--- src/common/dcr_defines.svh ---
`ifndef DCR_DEFINES_SVH
`define DCR_DEFINES_SVH

// ----------------------------------------
// register offsets
// ----------------------------------------
`define DCR_ADDR_RX_VALID 16'h7615
`define DCR_ADDR_RX_ERROR 16'h761d
`define DCR_ADDR_TX_COUNT 16'h7625
`define DCR_ADDR_COMBINED 16'h9d3d
`define DCR_ADDR_CH1_CFG 16'h9d3e
`define DCR_ADDR_DIM_LEVEL 16'h9d4a

// ----------------------------------------
// bit positions
// ----------------------------------------
`define DCR_BIT_ON 0
`define DCR_BIT_SCENE 1
`define DCR_BIT_OFF 2
`define DCR_BIT_OVR1 3
`define DCR_BIT_PRES_EN 3
`define DCR_BIT_CH2_ON 4
`define DCR_BIT_DIM_DIS 4
`define DCR_BIT_CH2_SCENE 5
`define DCR_BIT_CH2_OFF 6
`define DCR_BIT_OVR2 7

// ----------------------------------------
// reset values and limits
// ----------------------------------------
`define DCR_RST_PRES_EN 1'b1
`define DCR_RST_DIM_LEVEL 8'h00
`define DCR_DIM_MAX 8'hfe
`define DCR_BCAST_ADDR 8'hff
`endif

--- src/common/dcr_pkg.sv ---
package dcr_pkg;
    typedef enum logic [2:0] {
        DCR_CMD_OFF = 3'b001,
        DCR_CMD_SCENE = 3'b010,
        DCR_CMD_LEVEL = 3'b100
    } dcr_cmd_e;
    typedef logic [15:0] dcr_addr_t;
endpackage : dcr_pkg

--- src/hdl/dcr_bank.sv ---
`timescale 1ns/1ps
`include "dcr_defines.svh"
module dcr_bank
    import dcr_pkg::*;
#(
    parameter int CNT_W = 32
) (
    // clock and reset
    input wire logic clk,
    input wire logic rst,
    // register port
    input wire logic [15:0] reg_addr,
    input wire logic [15:0] reg_wdata,
    input wire logic reg_wr,
    input wire logic reg_rd,
    output logic [31:0] reg_rdata,
    // frame events from the channel-1 codec
    input wire logic ch1_rx_valid,
    input wire logic ch1_rx_error,
    input wire logic ch1_tx_done,
    // lighting state reported by the codecs
    input wire logic ch1_state_set,
    input wire logic ch1_state_clr,
    input wire logic ch2_state_set,
    input wire logic ch2_state_clr,
    // switch activity on input one
    input wire logic switch_input_one_press,
    input wire logic switch_input_one_hold,
    // broadcast commands, one-cycle pulses
    output logic ch1_cmd_valid,
    output logic [2:0] ch1_cmd,
    output logic [7:0] ch1_cmd_addr,
    output logic [7:0] ch1_cmd_level,
    output logic ch2_cmd_valid,
    output logic [2:0] ch2_cmd,
    output logic [7:0] ch2_cmd_addr,
    // control outputs
    output logic switch_input_one,
    output logic switch_input_two,
    output logic presence_one_enable,
    output logic input_one_dim_disable,
    output logic ch1_dim_step
);
    if (CNT_W != 32) begin : g_cnt_w_check
        $error("dcr_bank: counters must be 32 bits");
    end

    // ----------------------------------------
    // decode
    // ----------------------------------------
    logic wr_comb, wr_cfg, wr_dim;
    assign wr_comb = reg_wr && (reg_addr == `DCR_ADDR_COMBINED);
    assign wr_cfg = reg_wr && (reg_addr == `DCR_ADDR_CH1_CFG);
    assign wr_dim = reg_wr && (reg_addr == `DCR_ADDR_DIM_LEVEL);

    // ----------------------------------------
    // stored bits
    // ----------------------------------------
    logic ch1_on_q, ch2_on_q;
    logic scene1_q, off1_q, scene2_q, off2_q;
    logic ovr1_q, ovr2_q, pres_q, dimdis_q;
    logic [7:0] level_q;
    logic ch1_toggle;

    // shared ch1 bits: both registers write the same flops
    logic ch1_wr_on, ch1_wr_val;
    assign ch1_wr_on = wr_comb || wr_cfg;
    assign ch1_wr_val = reg_wdata[`DCR_BIT_ON];
    // switch toggles lighting even with dimming disabled
    // a press landing on a ch1 or level write is dropped: there is no queue
    assign ch1_toggle = switch_input_one && switch_input_one_press && !ch1_wr_on && !wr_dim;

    always_ff @(posedge clk) begin
        if (rst) begin
            ch1_on_q <= 1'b0;
        end else if (ch1_wr_on) begin
            ch1_on_q <= ch1_wr_val;
        end else if (ch1_toggle) begin
            ch1_on_q <= ~ch1_on_q;
        end else if (ch1_state_set) begin
            ch1_on_q <= 1'b1;
        end else if (ch1_state_clr) begin
            ch1_on_q <= 1'b0;
        end
    end

    always_ff @(posedge clk) begin
        if (rst) begin
            ch2_on_q <= 1'b0;
        end else if (wr_comb) begin
            ch2_on_q <= reg_wdata[`DCR_BIT_CH2_ON];
        end else if (ch2_state_set) begin
            ch2_on_q <= 1'b1;
        end else if (ch2_state_clr) begin
            ch2_on_q <= 1'b0;
        end
    end

    // edge bits remember last written value so a rise is detected once
    always_ff @(posedge clk) begin
        if (rst) begin
            scene1_q <= 1'b0;
            off1_q <= 1'b0;
        end else if (ch1_wr_on) begin
            scene1_q <= reg_wdata[`DCR_BIT_SCENE];
            off1_q <= reg_wdata[`DCR_BIT_OFF];
        end
    end

    always_ff @(posedge clk) begin
        if (rst) begin
            scene2_q <= 1'b0;
            off2_q <= 1'b0;
            ovr1_q <= 1'b0;
            ovr2_q <= 1'b0;
        end else if (wr_comb) begin
            scene2_q <= reg_wdata[`DCR_BIT_CH2_SCENE];
            off2_q <= reg_wdata[`DCR_BIT_CH2_OFF];
            ovr1_q <= reg_wdata[`DCR_BIT_OVR1];
            ovr2_q <= reg_wdata[`DCR_BIT_OVR2];
        end
    end

    always_ff @(posedge clk) begin
        if (rst) begin
            pres_q <= `DCR_RST_PRES_EN;
            dimdis_q <= 1'b0;
        end else if (wr_cfg) begin
            pres_q <= reg_wdata[`DCR_BIT_PRES_EN];
            dimdis_q <= reg_wdata[`DCR_BIT_DIM_DIS];
        end
    end

    // values above the maximum saturate at full brightness
    always_ff @(posedge clk) begin
        if (rst) begin
            level_q <= `DCR_RST_DIM_LEVEL;
        end else if (wr_dim) begin
            level_q <= (reg_wdata > 16'(`DCR_DIM_MAX)) ? `DCR_DIM_MAX : reg_wdata[7:0];
        end
    end

    // ----------------------------------------
    // command generation
    // ----------------------------------------
    logic c1_scene, c1_off, c2_scene, c2_off;
    always_comb begin
        c1_scene = 1'b0;
        c1_off = 1'b0;
        if (ch1_wr_on) begin
            c1_scene = (reg_wdata[`DCR_BIT_SCENE] && !scene1_q)
                || (ch1_wr_val && !ch1_on_q);
            c1_off = (reg_wdata[`DCR_BIT_OFF] && !off1_q)
                || (!ch1_wr_val && ch1_on_q);
        end
    end
    always_comb begin
        c2_scene = 1'b0;
        c2_off = 1'b0;
        if (wr_comb) begin
            c2_scene = (reg_wdata[`DCR_BIT_CH2_SCENE] && !scene2_q)
                || (reg_wdata[`DCR_BIT_CH2_ON] && !ch2_on_q);
            c2_off = (reg_wdata[`DCR_BIT_CH2_OFF] && !off2_q)
                || (!reg_wdata[`DCR_BIT_CH2_ON] && ch2_on_q);
        end
    end

    // off wins when a single write asks for both
    always_ff @(posedge clk) begin
        if (rst) begin
            ch1_cmd_valid <= 1'b0;
            ch1_cmd <= DCR_CMD_OFF;
            ch1_cmd_level <= 8'h00;
        end else begin
            ch1_cmd_valid <= c1_off || c1_scene || wr_dim || ch1_toggle;
            if (c1_off || (ch1_toggle && !ch1_wr_on && ch1_on_q)) begin
                ch1_cmd <= DCR_CMD_OFF;
            end else if (c1_scene || ch1_toggle) begin
                ch1_cmd <= DCR_CMD_SCENE;
            end else if (wr_dim) begin
                ch1_cmd <= DCR_CMD_LEVEL;
                ch1_cmd_level <= (reg_wdata > 16'(`DCR_DIM_MAX)) ? `DCR_DIM_MAX : reg_wdata[7:0];
            end
        end
    end

    always_ff @(posedge clk) begin
        if (rst) begin
            ch2_cmd_valid <= 1'b0;
            ch2_cmd <= DCR_CMD_OFF;
        end else begin
            ch2_cmd_valid <= c2_off || c2_scene;
            ch2_cmd <= c2_off ? DCR_CMD_OFF : DCR_CMD_SCENE;
        end
    end

    assign ch1_cmd_addr = `DCR_BCAST_ADDR;
    assign ch2_cmd_addr = `DCR_BCAST_ADDR;

    // ----------------------------------------
    // control outputs
    // ----------------------------------------
    assign switch_input_one = ovr1_q;
    assign switch_input_two = ovr2_q;
    assign presence_one_enable = pres_q;
    assign input_one_dim_disable = dimdis_q;
    assign ch1_dim_step = switch_input_one_hold && !dimdis_q;

    // ----------------------------------------
    // frame counters, wrap at full scale
    // ----------------------------------------
    logic [CNT_W-1:0] rxv_q, rxe_q, txc_q;
    always_ff @(posedge clk) begin
        if (rst) begin
            rxv_q <= '0;
        end else if (ch1_rx_valid) begin
            rxv_q <= rxv_q + 1'b1;
        end
    end
    always_ff @(posedge clk) begin
        if (rst) begin
            rxe_q <= '0;
        end else if (ch1_rx_error) begin
            rxe_q <= rxe_q + 1'b1;
        end
    end
    always_ff @(posedge clk) begin
        if (rst) begin
            txc_q <= '0;
        end else if (ch1_tx_done) begin
            txc_q <= txc_q + 1'b1;
        end
    end

    // ----------------------------------------
    // read port
    // ----------------------------------------
    always_ff @(posedge clk) begin
        if (rst) begin
            reg_rdata <= 32'h0000_0000;
        end else if (reg_rd) begin
            unique case (reg_addr)
                `DCR_ADDR_RX_VALID: reg_rdata <= rxv_q;
                `DCR_ADDR_RX_ERROR: reg_rdata <= rxe_q;
                `DCR_ADDR_TX_COUNT: reg_rdata <= txc_q;
                `DCR_ADDR_COMBINED: reg_rdata <= {24'h000000, ovr2_q, off2_q, scene2_q, ch2_on_q,
                    ovr1_q, off1_q, scene1_q, ch1_on_q};
                `DCR_ADDR_CH1_CFG: reg_rdata <= {27'h0000000, dimdis_q, pres_q, off1_q, scene1_q, ch1_on_q};
                `DCR_ADDR_DIM_LEVEL: reg_rdata <= {24'h000000, level_q};
                default: reg_rdata <= 32'h0000_0000;
            endcase
        end else begin
            reg_rdata <= 32'h0000_0000;
        end
    end
endmodule : dcr_bank

--- config.mk ---
export PLATFORM = sky130hd
export DESIGN_NAME = dcr_bank
export DESIGN_NICKNAME = d
export VERILOG_FILES = /design/src/common/dcr_pkg.sv /design/src/hdl/dcr_bank.sv
export VERILOG_INCLUDE_DIRS = /design/src /design/src/common
export SDC_FILE = /design/constraint.sdc
export NUM_CORES = 1
export LEC_CHECK = 0
export CAP_MARGIN = 20
export CELL_PAD_IN_SITES_DETAIL_PLACEMENT = 1
export CELL_PAD_IN_SITES_GLOBAL_PLACEMENT = 1
export CORE_UTILIZATION = 48
export CTS_CLUSTER_SIZE = 40
export DETAILED_ROUTE_END_ITERATION = 16
export DONT_BUFFER_PORTS = 1
export PLACE_DENSITY_LB_ADDON = 0.1
export SYNTH_ARGS = -nofsm -noshare
export SYNTH_HDL_FRONTEND = slang
export SYNTH_SLANG_ARGS = --single-unit
--- constraint.sdc ---
create_clock -name clk -period 2.3 [get_ports clk]
set_input_delay 0.345 -clock clk [delete_from_list [all_inputs] [get_ports clk]]
set_output_delay 0.345 -clock clk [all_outputs]
set_load 0.02 [all_outputs]
==> out/qor.txt <==
status - complete, no violations
Critical Path Start - txc_q[3]$_SDFFE_PP0P_
Clock power frac - 47.2%
WL/cell - 19.7 um
clk_lat worst skew - 0.43 ns
Reg power frac - 49.9%
slowest stage delay, CP - 0.57 ns
mux contribution to synthesized area - 5.73%
Area Growth Syn to Fin - 11.4%
Synth top cells by count - 161 x dfxtp_1, 140 x nor2_1, 62 x xnor2_1, 45 x nand2_1
post-synthesis async set-or-reset flop share - 0%
Adder-Cell Fraction of Synth Area - 0.505%
wirelength, routed - 20.9 mm
WP data arrival - 2.52 ns
Critical Path Sink Type - flip-flop
CP max-delay cell - dlygate4sd3_1
H-tree depth - 4
max_cap viols - 0
Netlist cell types - 54
die height - 126 um
capturing point of the worst reg2reg path - txc_q[17]$_SDFFE_PP0P_
ANT nets after route - 0
# rows - 45
Final Skew - 0.00932 ns
vias - 6273
Worst-path clk slew - 0.07 ns
Tcrit/Tclk final - 95.8%
via/cell ratio - 5.91
RSZ-0062 raised after global routing - false
drt pass-1 iters - 6
final setup TNS - 0 ns
P_leak - 2.78 nW
die area - 16000 sq um
synth top area cells - dfxtp_1 43%, xnor2_1 7.3%, nor2_1 7.1%
Hold Vio Cnt, Final - 0
clock sinks - 161
DRC - 0
#FFs+latches synth - 161
# diodes - 0
FF/Latch Area - 3230 sq um
largest family of logic cells by synthesized area - simple AND/OR/NAND/NOR gates
hold depth - 2
post-synthesis compound-gate area fraction - 8.69%
CP Max Fanout - 20
hold crit path type - in -> reg
vias in the first global route - 6647
clk root buf - clkbuf_16
Hold Startpoint - reg_wdata[3]
Slew Limit Fails - 0
Seq/Total Area, Yosys - 43.4%
critical path class - reg -> reg
Worst Path Required - 2.62 ns
deepest clock path buffer count - 2
largest net degree at the start of global routing - 105
layout cells sized above 1 - 10.7%
TritonCTS clock tree - yes
Combinational Power Share - 2.9%
PortBufs - 0
grt total ovfl - 0
fillers - 1771
NetSw - 1.27 mW
worst hold slack - 0.0483 ns
post-synth top area share - 43.4%
Relative slew margins - 57.9%
detailed placement HPWL - 14.1 mm
clock period minus worst slack - 2.20 ns
Avg Inst Size Synth - 8.66 sq um
Synth Area in XOR/XNOR - 9.43%
Yosys warning count - 0
number of enable flip-flop cells after synthesis - 0
ordered list of cells on the worst path - and4_1, nand4_1, buf_6, nor3_1, xnor2_1, nor2_1, dlygate4sd3_1
cell taking the most area after synthesis - dfxtp_1
initial antenna violation count - 0
worst-margin pin slew - 0.624 ns
# Post-CTS Setup Buffers - 0
power per cell area - 683 nW/um^2
Simple-Gate Fraction of Synth Area - 26.7%
DRT iter0 DRCs - 427
Layout Nets - 909
Reg2Reg Setup Slack - 0.1 ns
Switching Share - 22.4%
Power Internal - 4.39 mW
Reg-to-Reg Start - txc_q[3]$_SDFFE_PP0P_
first-pass GRT wire length - 34.1 mm
reg2reg path depth - 7
Core Area - 15100 sq um
Die Wd - 126 um
Main synth FF type - dfxtp_1
gp weighted congestion - 0.838
mapped cell area - 7430 sq um
GRT Resource Usage Total - 27.4%
Cells after Synth - 858
area occupied by multi-input gates - 3880 sq um
most frequent cell after synthesis - dfxtp_1
Hold Path End - presence_one_enable$_SDFFE_PP1P_
CTS Buf Count - 17
Initial Util - 49.1%
IO Count - 114
Fmax - 454 MHz
Startpoint Class - flip-flop
final setup violation count - 0
Max IR drop VDD - 0.545 mV
[how the worst max path moves through the flow]
stage | to | slack, ns
after floorplan | ch1_on_q$_SDFFE_PP0P_ | 0.24
after global placement | ch1_on_q$_SDFFE_PP0P_ | 0.06
after detailed placement | ch1_on_q$_SDFFE_PP0P_ | 0.02
after CTS | txc_q[17]$_SDFFE_PP0P_ | 0.08
after global routing | txc_q[17]$_SDFFE_PP0P_ | 0.02
final | txc_q[17]$_SDFFE_PP0P_ | 0.1
[worst max-delay path, delay by kind of cell, from the launching register on]
kind / cells / cell delay [ns]
buffers and inverters: 2 / 0.79
and+or+nand+nor: 4 / 0.74
DFF: 1 / 0.39
xor gates and xnor gates: 1 / 0.16
[kinds of logic (layout without fill, tap and decap cells)]
| kind of cell | Yosys count | in the layout |
|---|---|---|
| other | 2 | 17 |
| xor gates and xnor gates | 80 | 80 |
| buffers and inverters | 87 | 87 |
| DFF | 161 | 161 |
| and+or+nand+nor | 387 | 387 |
| AOI/OAI and AO/OA | 99 | 99 |
| adders and majority gates | 3 | 3 |
| muxes | 39 | 39 |
[cell type report]
cell class / count / share of cell area (%)
multi-input cells: 625 / 46.8
flip-flops and latches: 161 / 39.0
clock buffers: 20 / 5.52
repair buffers: 30 / 3.55
well taps: 188 / 2.84
inverters: 26 / 1.18
clock inverters: 11 / 1.09
[metrics by stage]
stage	power, mW	utilization [%]	worst slack (ns)	area (sq um)	instances
2_1_floorplan	3.04	-	0.241	7490	873
3_3_place_gp	3.00	50.0	0.0633	7570	1016
3_5_place_dp	3.00	50.0	0.0232	7570	1016
4_1_cts	5.69	54.6	0.0768	8270	1061
5_1_grt	5.81	54.7	0.0202	8280	1061
6_report	5.66	54.7	0.0970	8280	1061
[cell usage in the layout, fill, tap and decap left out, types with 3 or more instances in the layout]
| master | netlist | layout |
|---|---|---|
| a21oi_1 | 29 | 29 |
| a222oi_1 | 5 | 5 |
| a22oi_1 | 31 | 31 |
| and2_1 | 7 | 7 |
| and3_1 | 10 | 10 |
| and4_1 | 15 | 15 |
| and4bb_2 | 3 | 3 |
| buf_4 | 17 | 14 |
| clkbuf_16 | 0 | 17 |
| clkinv_2 | 0 | 7 |
| conb_1 | 2 | 17 |
| dfxtp_1 | 161 | 157 |
| dfxtp_2 | 0 | 4 |
| dlygate4sd3_1 | 0 | 13 |
| ha_1 | 3 | 3 |
| inv_1 | 26 | 26 |
| mux2_2 | 28 | 28 |
| mux2i_1 | 11 | 11 |
| nand2_1 | 45 | 45 |
| nand2b_1 | 4 | 4 |
| nand3_1 | 30 | 30 |
| nand4_1 | 26 | 26 |
| nor2_1 | 140 | 140 |
| nor2b_1 | 5 | 5 |
| nor3_1 | 37 | 37 |
| nor3b_1 | 4 | 3 |
| nor4_1 | 32 | 32 |
| o21ai_0 | 21 | 21 |
| or3_1 | 15 | 15 |
| xnor2_1 | 62 | 62 |
| xor2_1 | 18 | 18 |
[what timing repair did]
item | in CTS | in global routing
resized for setup | 0 | 5
hold buffers | 14 | 0
hold endpoints to repair | 115 | 0
setup endpoints to repair | 0 | 3
[sequential cells by signal, summed over array words and instances, names as in the netlist, 2 cells and up]
register,cells
ch1_cmd,3
level_q,8
reg_rdata,32
ch1_cmd_level,8
txc_q,32
ch2_cmd,2
rxv_q,32
rxe_q,32
[power groups by stage]
stage	Sequential, mW	Combinational [mW]	Clock (mW)
6_report	2.82	0.161	2.67
5_1_grt	2.82	0.176	2.81
4_1_cts	2.82	0.162	2.71
3_5_place_dp	2.89	0.116	0
3_3_place_gp	2.88	0.112	0
2_1_floorplan	2.88	0.162	0
[metal layers]
metal  vias up  GRT usage, %  routed length [um]
met5         -             0                   0
met4         0          12.9                 652
met3        36          7.25                1000
met2       164          49.2               10900
met1      3077          30.1                8280
li1       2996             -                   -
Power figures use the tool's default switching activity.
